$ cat src/design/monitor_alarm_pkg.sv
// Package: offsets, reset values, field layouts and carriers of the monitor status registers
package monitor_alarm_pkg;

   // Register offsets within each transmitter page
   localparam logic [7:0] CONV_READY_OFFSET = 8'h6f;
   localparam logic [7:0] MEAS_ALARM_OFFSET = 8'h70;
   localparam logic [7:0] FAULT_STATUS_OFFSET = 8'h71;

   // Values after reset
   localparam logic [3:0] CONV_READY_RESET = 4'h0;
   localparam logic [7:0] MEAS_ALARM_RESET = 8'h10;
   localparam logic [7:0] FAULT_STATUS_RESET = 8'h00;
   localparam logic [2:0] POA_SYNC_RESET = 3'h7;
   localparam logic POA_LEVEL_RESET = 1'b1;

   // Field positions
   localparam int CONV_READY_LSB = 4;
   localparam int FAULT_STATE_BIT = 2;
   localparam int SHUTDOWN_GATE_BIT = 1;
   localparam int FAULT_INT_BIT = 0;

   // Channel index: 3 temperature, 2 supply, 1 bias monitor, 0 power monitor
   localparam int NUM_CHANNELS = 4;
   localparam int SUPPLY_CHANNEL = 2;
   localparam int NUM_PAGES = 2;
   localparam int NUM_FAST = 3;

   // Page select: 0 first transmitter page, 1 second transmitter page
   typedef struct packed {
      logic wr;
      logic rd;
      logic page;
      logic [7:0] addr;
      logic [7:0] wdata;
   } reg_req_t;

   // Per-page inputs from converter, comparators, enables and shutdown logic
   typedef struct packed {
      logic [NUM_CHANNELS-1:0] conv_done;
      logic [NUM_CHANNELS-1:0] above_high;
      logic [NUM_CHANNELS-1:0] below_low;
      logic [7:0] alarm_enable;
      logic [7:0] warning_flags;
      logic [7:0] warning_enable;
      logic [NUM_FAST-1:0] fast_compare;
      logic tx_disable_event;
      logic shutdown_gate_signal;
   } page_mon_t;

   typedef struct packed {
      logic [NUM_CHANNELS-1:0] conv_ready;
      logic [7:0] alarm;
      logic [NUM_FAST-1:0] fast_alarm;
      logic shutdown_gate;
      logic fault_interrupt;
   } page_state_t;

   typedef struct packed {
      page_state_t [NUM_PAGES-1:0] page;
      logic fault_output_state;
      logic fault_pin_oe;
      logic [2:0] poa_sync;
      logic poa_level;
      logic [7:0] rdata;
   } status_state_t;

endpackage

$ cat src/design/monitor_alarm_status_regs.sv
// Monitor conversion-ready, alarm and fault status registers for two transmitter pages
`timescale 1ns/1ps
`default_nettype none

module monitor_alarm_status_regs
   import monitor_alarm_pkg::*;
(
   // Clock and reset
   input wire logic core_clk_i,
   input wire logic rst_i,
   // Register access from the serial slave
   input wire reg_req_t reg_req_i,
   output logic [7:0] reg_rdata_o,
   // Monitor inputs per page
   input wire page_mon_t [NUM_PAGES-1:0] page_mon_i,
   // Supply below power-on analog trip point, asynchronous
   input wire logic power_on_analog_trip_i,
   // Fault output request from shutdown logic: 1 releases the pin
   input wire logic fault_release_i,
   // Open-drain fault output pin
   output logic fault_output_pin_o,
   output logic fault_output_pin_oe_o,
   // Fault interrupt per page
   output logic [NUM_PAGES-1:0] fault_interrupt_o
);

   status_state_t s_q;
   status_state_t s_d;

   always_comb begin
      logic wr_any;
      logic [7:0] rd_val;
      s_d = s_q;
      wr_any = 1'b0;
      rd_val = 8'h00;

      // Only the second and third flops decide; the first only feeds the second
      s_d.poa_sync = {s_q.poa_sync[1:0], power_on_analog_trip_i};
      if (s_q.poa_sync[1] == s_q.poa_sync[2]) begin
         s_d.poa_level = s_q.poa_sync[2];
      end

      // One pin shared by both pages; it is pulled low unless released
      s_d.fault_output_state = fault_release_i;
      s_d.fault_pin_oe = ~fault_release_i;

      for (int p = 0; p < NUM_PAGES; p++) begin
         wr_any = reg_req_i.wr && (reg_req_i.page == p[0]) && (reg_req_i.addr == CONV_READY_OFFSET);
         if (wr_any) begin
            // Only the ready nibble is writable
            s_d.page[p].conv_ready = reg_req_i.wdata[CONV_READY_LSB +: NUM_CHANNELS];
         end
         // Setting after the write lets a completion in the same cycle win
         s_d.page[p].conv_ready = s_d.page[p].conv_ready | page_mon_i[p].conv_done;

         for (int c = 0; c < NUM_CHANNELS; c++) begin
            if (page_mon_i[p].conv_done[c]) begin
               s_d.page[p].alarm[2*c+1] = page_mon_i[p].above_high[c];
               s_d.page[p].alarm[2*c] = page_mon_i[p].below_low[c];
            end
         end
         // Trip point holds supply-low set until a good conversion after it lifts
         if (s_q.poa_level) begin
            s_d.page[p].alarm[2*SUPPLY_CHANNEL] = 1'b1;
         end

         // Fast flags: a comparison in the same cycle as a disable event survives
         if (page_mon_i[p].tx_disable_event) begin
            s_d.page[p].fast_alarm = '0;
         end
         s_d.page[p].fast_alarm = s_d.page[p].fast_alarm | page_mon_i[p].fast_compare;

         s_d.page[p].shutdown_gate = page_mon_i[p].shutdown_gate_signal;
         s_d.page[p].fault_interrupt = (|(s_q.page[p].alarm & page_mon_i[p].alarm_enable))
            | (|(page_mon_i[p].warning_flags & page_mon_i[p].warning_enable))
            | (|s_q.page[p].fast_alarm);
      end

      // Read answer one cycle after the request; unmapped offsets read zero
      case (reg_req_i.addr)
         CONV_READY_OFFSET: begin
            rd_val = {s_q.page[reg_req_i.page].conv_ready, 4'h0};
         end
         MEAS_ALARM_OFFSET: begin
            rd_val = s_q.page[reg_req_i.page].alarm;
         end
         FAULT_STATUS_OFFSET: begin
            rd_val = 8'h00;
            rd_val[FAULT_STATE_BIT] = s_q.fault_output_state;
            rd_val[SHUTDOWN_GATE_BIT] = s_q.page[reg_req_i.page].shutdown_gate;
            rd_val[FAULT_INT_BIT] = s_q.page[reg_req_i.page].fault_interrupt;
         end
         default: begin
            rd_val = 8'h00;
         end
      endcase
      if (reg_req_i.rd) begin
         s_d.rdata = rd_val;
      end
   end

   always_ff @(posedge core_clk_i) begin
      if (rst_i) begin
         for (int p = 0; p < NUM_PAGES; p++) begin
            s_q.page[p].conv_ready <= CONV_READY_RESET;
            s_q.page[p].alarm <= MEAS_ALARM_RESET;
            s_q.page[p].fast_alarm <= '0;
            s_q.page[p].shutdown_gate <= FAULT_STATUS_RESET[SHUTDOWN_GATE_BIT];
            s_q.page[p].fault_interrupt <= FAULT_STATUS_RESET[FAULT_INT_BIT];
         end
         s_q.fault_output_state <= FAULT_STATUS_RESET[FAULT_STATE_BIT];
         s_q.fault_pin_oe <= 1'b1;
         s_q.poa_sync <= POA_SYNC_RESET;
         s_q.poa_level <= POA_LEVEL_RESET;
         s_q.rdata <= 8'h00;
      end else begin
         s_q <= s_d;
      end
   end

   assign reg_rdata_o = s_q.rdata;
   assign fault_output_pin_o = 1'b0;
   assign fault_output_pin_oe_o = s_q.fault_pin_oe;
   always_comb begin
      for (int p = 0; p < NUM_PAGES; p++) begin
         fault_interrupt_o[p] = s_q.page[p].fault_interrupt;
      end
   end

endmodule

`default_nettype wire

$ cat config.mk
export PLATFORM = sky130hd
export DESIGN_NAME = monitor_alarm_status_regs
export DESIGN_NICKNAME = d
export VERILOG_FILES = /design/src/design/monitor_alarm_pkg.sv /design/src/design/monitor_alarm_status_regs.sv
export SDC_FILE = /design/constraint.sdc
export NUM_CORES = 1
export LEC_CHECK = 0
export ABC_AREA = 1
export BUFFER_PORTS_ARGS = -buffer_cell sky130_fd_sc_hd__buf_2
export CAP_MARGIN = 20
export CORE_MARGIN = 4
export CORE_UTILIZATION = 40
export CTS_CLUSTER_DIAMETER = 40
export DETAILED_ROUTE_END_ITERATION = 12
export GPL_TIMING_DRIVEN = 0
export PLACE_DENSITY_LB_ADDON = 0.05
export SYNTH_ARGS = -nofsm -noshare
export SYNTH_HDL_FRONTEND = slang
export SYNTH_SLANG_ARGS = --single-unit
$ cat constraint.sdc
create_clock -name core_clk_i -period 1.1 [get_ports core_clk_i]
set_input_delay 0.055 -clock core_clk_i [delete_from_list [all_inputs] [get_ports core_clk_i]]
set_output_delay 0.055 -clock core_clk_i [all_outputs]
set_load 0.02 [all_outputs]
Yosys cells after proc, flatten, opt, wreduce, memory -nomap -nowiden:

Cells that the tools add are included.

* $lt $le $gt $ge: 1
* eq/ne operators: 4
* multiplexer cells: 7
* bitwise logic cells: 14
* reductions and logical operators: 11

Operators by type and width (count)
* 2-to-1 mux 17 bit: 2
* bitwise AND 8 bit: 4
* OR reduction 8 bit: 4
* == test 8 x 7 -> 1 bit (second input constant): 3
* one-hot mux 8 bit (3 select lines): 1
* 2-to-1 mux 4 bit: 2
* OR 4 bit: 2
* 2-to-1 mux 3 bit: 2
* OR 3 bit: 2
* OR reduction 3 bit: 2
* logical AND 1 bit: 4
* OR 1 bit: 4
* less-than comparator 1 x 2 -> 1 bit (second input constant): 1
* inverter 1 bit: 2
* OR reduction 2 bit: 1
* == test 1 bit: 1

* flip-flop bits (word level): 48
* bits of input ports: 105
* output and inout bits: 12
* logic and storage cells: 60

Logic depth before layout (Yosys ltp):

Gate-level depths: netlist (run 1).

* depth in word-level cells: 5
* gate-level depth with buffers: 9
* mapped depth without buffers: 8

Least setup slack after synthesis (run 1):

Ideal clock, no wire load.

* kind: register to register
* start point: reg s_q, in the netlist s_d[11]
* end point: reg s_q[8] in the netlist's numbering
* setup time: 0.111 ns
* arrival time: 0.737 ns
* required time: 0.989 ns
* path slack: 0.251 ns
* stages on the path, launching flop included: 4
* buffers on the path: 0
* period minus slack after synthesis: 0.849 ns
* cell sequence: dfxtp_1 maj3_1 nor2_1 inv_1

* cells in the longest elaborated chain, start to end: 1

RTL lines
* start: declaration: RTL line monitor_alarm_status_regs.sv:27 `status_state_t s_q;`
* == test 1 bit: RTL line monitor_alarm_status_regs.sv:39 `if (s_q.poa_sync[1] == s_q.poa_sync[2]) begin`

Every way passes these cells.
A chain may end at the register's enable or synchronous reset.

Worst setup path in the final report (run 1):

* start point: reg s_q[41] in the netlist's numbering
* end point: reg s_q, in the netlist fault_interrupt_o[1]

* cells in the longest elaborated chain, start to end: 4

RTL lines
* bitwise AND 8 bit: RTL line monitor_alarm_status_regs.sv:74 `s_d.page[p].fault_interrupt = (|(s_q.page[p].alarm & page_mon_i[p].alarm_enable))`
* OR reduction 8 bit: RTL line monitor_alarm_status_regs.sv:74
* OR 1 bit: RTL line monitor_alarm_status_regs.sv:75 `| (|(page_mon_i[p].warning_flags & page_mon_i[p].warning_enable))`
* OR 1 bit: RTL line monitor_alarm_status_regs.sv:76 `| (|s_q.page[p].fast_alarm);`

Every way passes these cells.

==> results of run 1 <==
area by class of cell:
type,instances,area [µm²]
inverter,36,136
buffer,22,181
clock inverter,1,8.76
timing repair buffer,134,796
tap,75,93.8
sequential,48,961
fill,626,2520
clock buffer,7,76.3
multi-input combinational,265,1180
through the flow:
step | utilization | cell area (µm²) | cells | setup TNS, ns | hold slack [ns]
2_1_floorplan | - | 2460 | 371 | 0 | 0.144
6_report | 0.576 | 3430 | 588 | 0 | 0.00104
5_1_grt | 0.576 | 3430 | 588 | 0 | 0.0115
4_1_cts | 0.576 | 3430 | 588 | 0 | 0.00265
3_3_place_gp | 0.520 | 3100 | 555 | -0.0761 | 0.238
3_5_place_dp | 0.520 | 3100 | 555 | -0.142 | 0.243
cell families after synthesis:
family | count (synthesis) | share of synthesized area
flip-flops | 48 | 0.391
buffers and inverters | 58 | 0.129
AO/OA/AOI/OAI | 31 | 0.0738
AND/OR/NAND/NOR | 232 | 0.401
other | 1 | 0.00153
adder cells (fa/ha/maj) | 1 | 0.00407
where the power goes:
part           total [mW]  internal [mW]  switching, mW
Clock                1.03          0.455          0.574
Sequential           1.88           1.83         0.0577
Combinational       0.654          0.332          0.322
layer usage:
metal / up-vias / share of wire / track usage / wire, µm
met2: 93 / 0.47 / 0.312 / 3160
met4: 0 / 0.012 / 0.0510 / 83
met1: 1142 / 0.46 / 0.244 / 3100
met3: 7 / 0.065 / 0.0257 / 442
li1: 1429 / - / - / -
met5: - / 0 / 0 / 0
layout by cell type, fill, tap and decap left out, drive strengths merged:
| master | netlist | final |
|---|---|---|
| dlygate4sd3 | 0 | 25 |
| dfxtp | 48 | 48 |
| o21ai | 15 | 15 |
| nand2 | 137 | 137 |
| inv | 35 | 35 |
| maj3 | 1 | 1 |
| clkbuf | 3 | 10 |
| clkinv | 1 | 2 |
| conb | 1 | 1 |
| buf | 19 | 128 |
| a21oi | 15 | 15 |
| nor3 | 2 | 2 |
| nand3 | 28 | 28 |
| o2111ai | 1 | 1 |
| nor2 | 52 | 52 |
| nand4 | 10 | 10 |
| or2 | 3 | 3 |
path summary, 6_finish.rpt:
path / end / start / cells past startpoint
worst max-delay path: fault_interrupt_o[1] / s_q[41] / 6
worst min-delay path: s_d[11] / rst_i / 2
worst max register to register: fault_interrupt_o[1] / s_q[41] / 6
worst min register to register: s_d[11] / s_d[10] / 1
flip-flops by register name, summed over array words and instances, names as in the netlist:
signal,flops
fault_output_pin_oe_o,1
s_d,2
reg_rdata_o,8
fault_interrupt_o,2
s_q,35
==> metrics.csv, run 1 <==
stage;metric;value;unit
status;outcome;complete, no violations;
synth;Netlist cell types;26;
global_route;largest net degree at the start of global routing;15;
placed_design;GP Congestion;0.813;
synth;most frequent cell after synthesis;nand2_1;
floorplanning;die area;7460;µm²
cts;CTS hold repair buffers;25;
sta;clock skew;0.0139;ns
hold_path;Hold Crit Class;in2reg;
placed_design;dpl ws;-0.0385;ns
routing;Vias;2671;
synth;yosys warns;0;
critical_path;reg2reg setup slack;0.12;ns
routing;Routed WL;6790;µm
routing;Remaining DRCs;0;
sta;final hold viol count;0;
cts;clock sink total;48;
floorplanning;I/O Pins;117;
finish;Area Overhead vs Synth;39.6;%
critical_path;Buf+Inv Stages, Crit Path;0;
cts;Worst-Skew Late Latency;0.30;ns
power;PD cells;1040;nW/µm²
critical_path;cell repeated most along the worst path;nor2_1;
critical_path;CP max stage cell;dfxtp_1;
placed_design;HPWL Detailed;5530;µm
global_route;initial antenna violation count;0;
cts;number of gates resized after CTS;0;
synth;syn_nets;476;
sta;unrepaired setup endpoints after global routing;false;
floorplanning;die span in x;86.4;µm
synth;Synth Register Bits;48;
synth;FFs w/ async S/R, synth;0;
sta;setup slack after layout;0.115;ns
floorplanning;Site Rows;28;
routing;drt initial violations;77;
cts;CTS buffer count;5;
routing;antenna-violating nets left;0;
cts;htree depth;2;
finish;fraction of layout cells with a size suffix above 1;0.300;
global_route;first-pass GRT wire length;10800;µm
synth;Synth area leader;dfxtp_1;
synth;synth top area cells;dfxtp_1 (39%), nand2_1 (20%), nor2_1 (7.2%);
critical_path;WP data arrival;1.17;ns
sta;period utilisation layout;0.895;
critical_path;family with the most delay on the worst path;simple AND/OR/NAND/NOR gates;
critical_path;Critical Path End Type;register;
cts;number of post-CTS setup repair buffers;0;
global_route;grt total ovfl;0;
placed_design;port bufs;109;
critical_path;Critical Path RT;1.28;ns
routing;DR vias/cell;4.54;
synth;Mapped Cells;371;
power;Tot Pwr;3.57;mW
synth;mapped cell area;2460;µm²
synth;Syn Area/Cell;6.63;µm²
sta;Fmax achieved;1020;MHz
sta;min Tclk post-route;0.985;ns
synth;top cells by count, synth;nand2_1 (134), dfxtp_1 (48), nor2_1 (47);
cts;CTS tree;yes;
routing;Pre-antenna DRT Iters;4;
cts;Worst-path clk slew;0.09;ns
synth;Post-synth EDFFs;0;
critical_path;CP Max Fanout;3;
critical_path;kind of critical path;reg2reg;
power;maximum vdd drop;571;µV
synth;ys flop type;dfxtp_1;
finish;Layout Nets;617;
floorplanning;initial core utilization;0.413;
routing;DR WL/cell;11.5;µm
power;P_leak;1.87;nW
critical_path;Worst setup SP type;register;
global_route;vias in the first global route;2529;
synth;post-synth top area share;0.391;
cts;CTS Buffer Depth;2;
critical_path;slowest stage delay, CP;0.34;ns
global_route;Total GRT Usage;0.184;
sta;max-slew violations;0;
synth;Seq/Total Area, Yosys;0.391;
critical_path;CP cell instances;nand2_1 -> nand2_1 -> nor2_1 -> nand3_1 -> nor2_1 -> nor2_1;
floorplanning;height of the die;86.4;µm
job;max cap viols;0;
sta;final setup fails;0;
cts;Root Driver;clkbuf_8;
floorplanning;core area;5960;µm²
finish;Antenna Cells;0;
No activity file was read; power rests on OpenSTA's default activity.
==> inputs of run 2 (changes only) <==
--- a/config.mk
+++ b/config.mk
@@ -14,6 +14,7 @@
 export DETAILED_ROUTE_END_ITERATION = 12
 export GPL_TIMING_DRIVEN = 0
 export PLACE_DENSITY_LB_ADDON = 0.05
+export RECOVER_POWER = 25
 export SYNTH_ARGS = -nofsm -noshare
 export SYNTH_HDL_FRONTEND = slang
 export SYNTH_SLANG_ARGS = --single-unit
==> metrics.csv, run 2 (synthesis results as in run 1) <==
stage;metric;value;unit;change
power;maximum vdd drop;571;µV;about the same
placed_design;HPWL Detailed;5530;µm;unchanged
cts;clock sink total;48;;unchanged
routing;drt initial violations;77;;unchanged
power;Tot Pwr;3.57;mW;about the same
critical_path;family with the most delay on the worst path;simple AND/OR/NAND/NOR gates;;
cts;number of post-CTS setup repair buffers;0;;unchanged
cts;CTS tree;yes;;
routing;Vias;2671;;unchanged
status;outcome;complete, no violations;;
finish;number of flip-flops in the largest register;35;;unchanged
finish;Area Overhead vs Synth;39.5;%;about the same
global_route;grt total ovfl;0;;unchanged
sta;min Tclk post-route;0.985;ns;-0.0000240 ns
global_route;Total GRT Usage;0.184;;unchanged
hold_path;Hold Crit Class;in2reg;;
critical_path;WP data arrival;1.17;ns;about the same
floorplanning;Site Rows;28;;unchanged
sta;final setup fails;0;;unchanged
finish;area occupied by multi-input gates;1180;µm²;unchanged
finish;most common cell after layout, fill and taps aside;nand2_1;;
critical_path;cell repeated most along the worst path;nor2_1;;
job;max cap viols;0;;unchanged
placed_design;port bufs;109;;unchanged
finish;Antenna Cells;0;;unchanged
finish;Finished Cell Area;3430;µm²;about the same
global_route;largest net degree at the start of global routing;15;;unchanged
placed_design;Cell Area, Placed;3100;µm²;unchanged
global_route;first-pass GRT wire length;10800;µm;unchanged
finish;fraction of layout cells with a size suffix above 1;0.296;;-0.00390
critical_path;Critical Path End Type;register;;
routing;Pre-antenna DRT Iters;4;;unchanged
sta;max-slew violations;0;;unchanged
hold_path;hold wc startpoint;page_mon_i[39];;
sta;final setup TNS;0;ns;unchanged
power;P_leak;1.87;nW;-0.29%
floorplanning;height of the die;86.4;µm;unchanged
floorplanning;initial core utilization;0.413;;unchanged
finish;Top reg by flops;s_q;;
cts;Worst-path clk slew;0.09;ns;about the same
finish;commonest non-fill, non-tap cells in the layout;nand2_1 (134), buf_2 (109), dfxtp_1 (48);;
finish;Reg area;961;µm²;unchanged
cts;CTS hold repair buffers;25;;unchanged
sta;period utilisation layout;0.895;;about the same
finish;FILL cells;627;;+0.16%
cts;Worst-Skew Late Latency;0.30;ns;about the same
floorplanning;I/O Pins;117;;unchanged
routing;Remaining DRCs;0;;unchanged
finish;Layout Nets;617;;unchanged
routing;DR WL/cell;11.5;µm;about the same
floorplanning;die span in x;86.4;µm;unchanged
routing;DR vias/cell;4.54;;unchanged
critical_path;Critical Path Start;s_q[41];;
critical_path;Critical Path RT;1.28;ns;about the same
critical_path;CP Max Fanout;3;;unchanged
sta;Fmax achieved;1020;MHz;about the same
sta;clock skew;0.0139;ns;unchanged
cts;Root Driver;clkbuf_8;;
global_route;vias in the first global route;2529;;unchanged
placed_design;GP Congestion;0.813;;unchanged
routing;Routed WL;6790;µm;about the same
cts;htree depth;2;;unchanged
sta;final hold viol count;0;;unchanged
critical_path;slowest stage delay, CP;0.34;ns;about the same
critical_path;CP cell instances;nand2_1 -> nand2_1 -> nor2_1 -> nand3_1 -> nor2_1 -> nor2_1;;
critical_path;Worst setup SP type;register;;
critical_path;Buf+Inv Stages, Crit Path;0;;unchanged
critical_path;kind of critical path;reg2reg;;
critical_path;CP max stage cell;dfxtp_1;;
sta;unrepaired setup endpoints after global routing;false;;
cts;number of gates resized after CTS;0;;unchanged
global_route;initial antenna violation count;0;;unchanged
critical_path;RR Startpoint;s_q[41];;
routing;antenna-violating nets left;0;;unchanged
floorplanning;core area;5960;µm²;unchanged
cts;CTS buffer count;5;;unchanged
floorplanning;die area;7460;µm²;unchanged
power;PD cells;1040;nW/µm²;about the same
cts;CTS Buffer Depth;2;;unchanged
-- run 2: cell types whose count changed in the layout (fill, tap and decap cells not counted) --
cell,before,now
buf_2,111,109
clkbuf_1,4,6
-- run 2: final timing paths --
kind                           to  slack [ns]  depth (start not counted)
max          fault_interrupt_o[1]        0.12                          6
min                       s_q[23]       0.006                          3
max reg2reg  fault_interrupt_o[1]        0.12                          6
min reg2reg               s_d[11]        0.41                          1
-- run 2: worst register-to-register path, stage by stage, from the launching register on --
cell     delay [ns]
dfxtp_1        0.34
nand2_1        0.07
nand2_1        0.10
nor2_1         0.11
nand3_1        0.10
nor2_1         0.12
nor2_1         0.04
-- run 2: area by class of cell --
| type | count | area share |
|---|---|---|
| flip-flops and latches | 48 | 0.280 |
| plain buffers | 22 | 0.0525 |
| multi-input cells | 265 | 0.344 |
| clock buffers | 7 | 0.0222 |
| repair buffers | 134 | 0.232 |
| clock inverters | 1 | 0.00255 |
| inverters | 36 | 0.0398 |
| well taps | 75 | 0.0274 |
-- run 2: stage by stage --
step,worst slack [ns],std cells,utilization,hold WS [ns]
final,0.115,588,0.576,0.00640
after global routing,0.0137,588,0.576,0.0115
after CTS,0.118,588,0.576,0.00265
after detailed placement,-0.0385,555,0.520,0.243
after global placement,-0.0159,555,0.520,0.238
after floorplan,0.251,371,-,0.144
-- run 2: routing by layer --
metal	part of all wire	vias to the layer above	GRT usage
li1	-	1429	-
met1	0.46	1142	0.244
met2	0.47	93	0.312
met3	0.065	7	0.0257
met4	0.012	0	0.0510
met5	0	-	0
-- run 2: report_power, final --
group          switching, mW  leakage [nW]  internal [mW]
Sequential            0.0576         0.398           1.83
Clock                  0.574        0.0424          0.455
Combinational          0.322          1.43          0.331
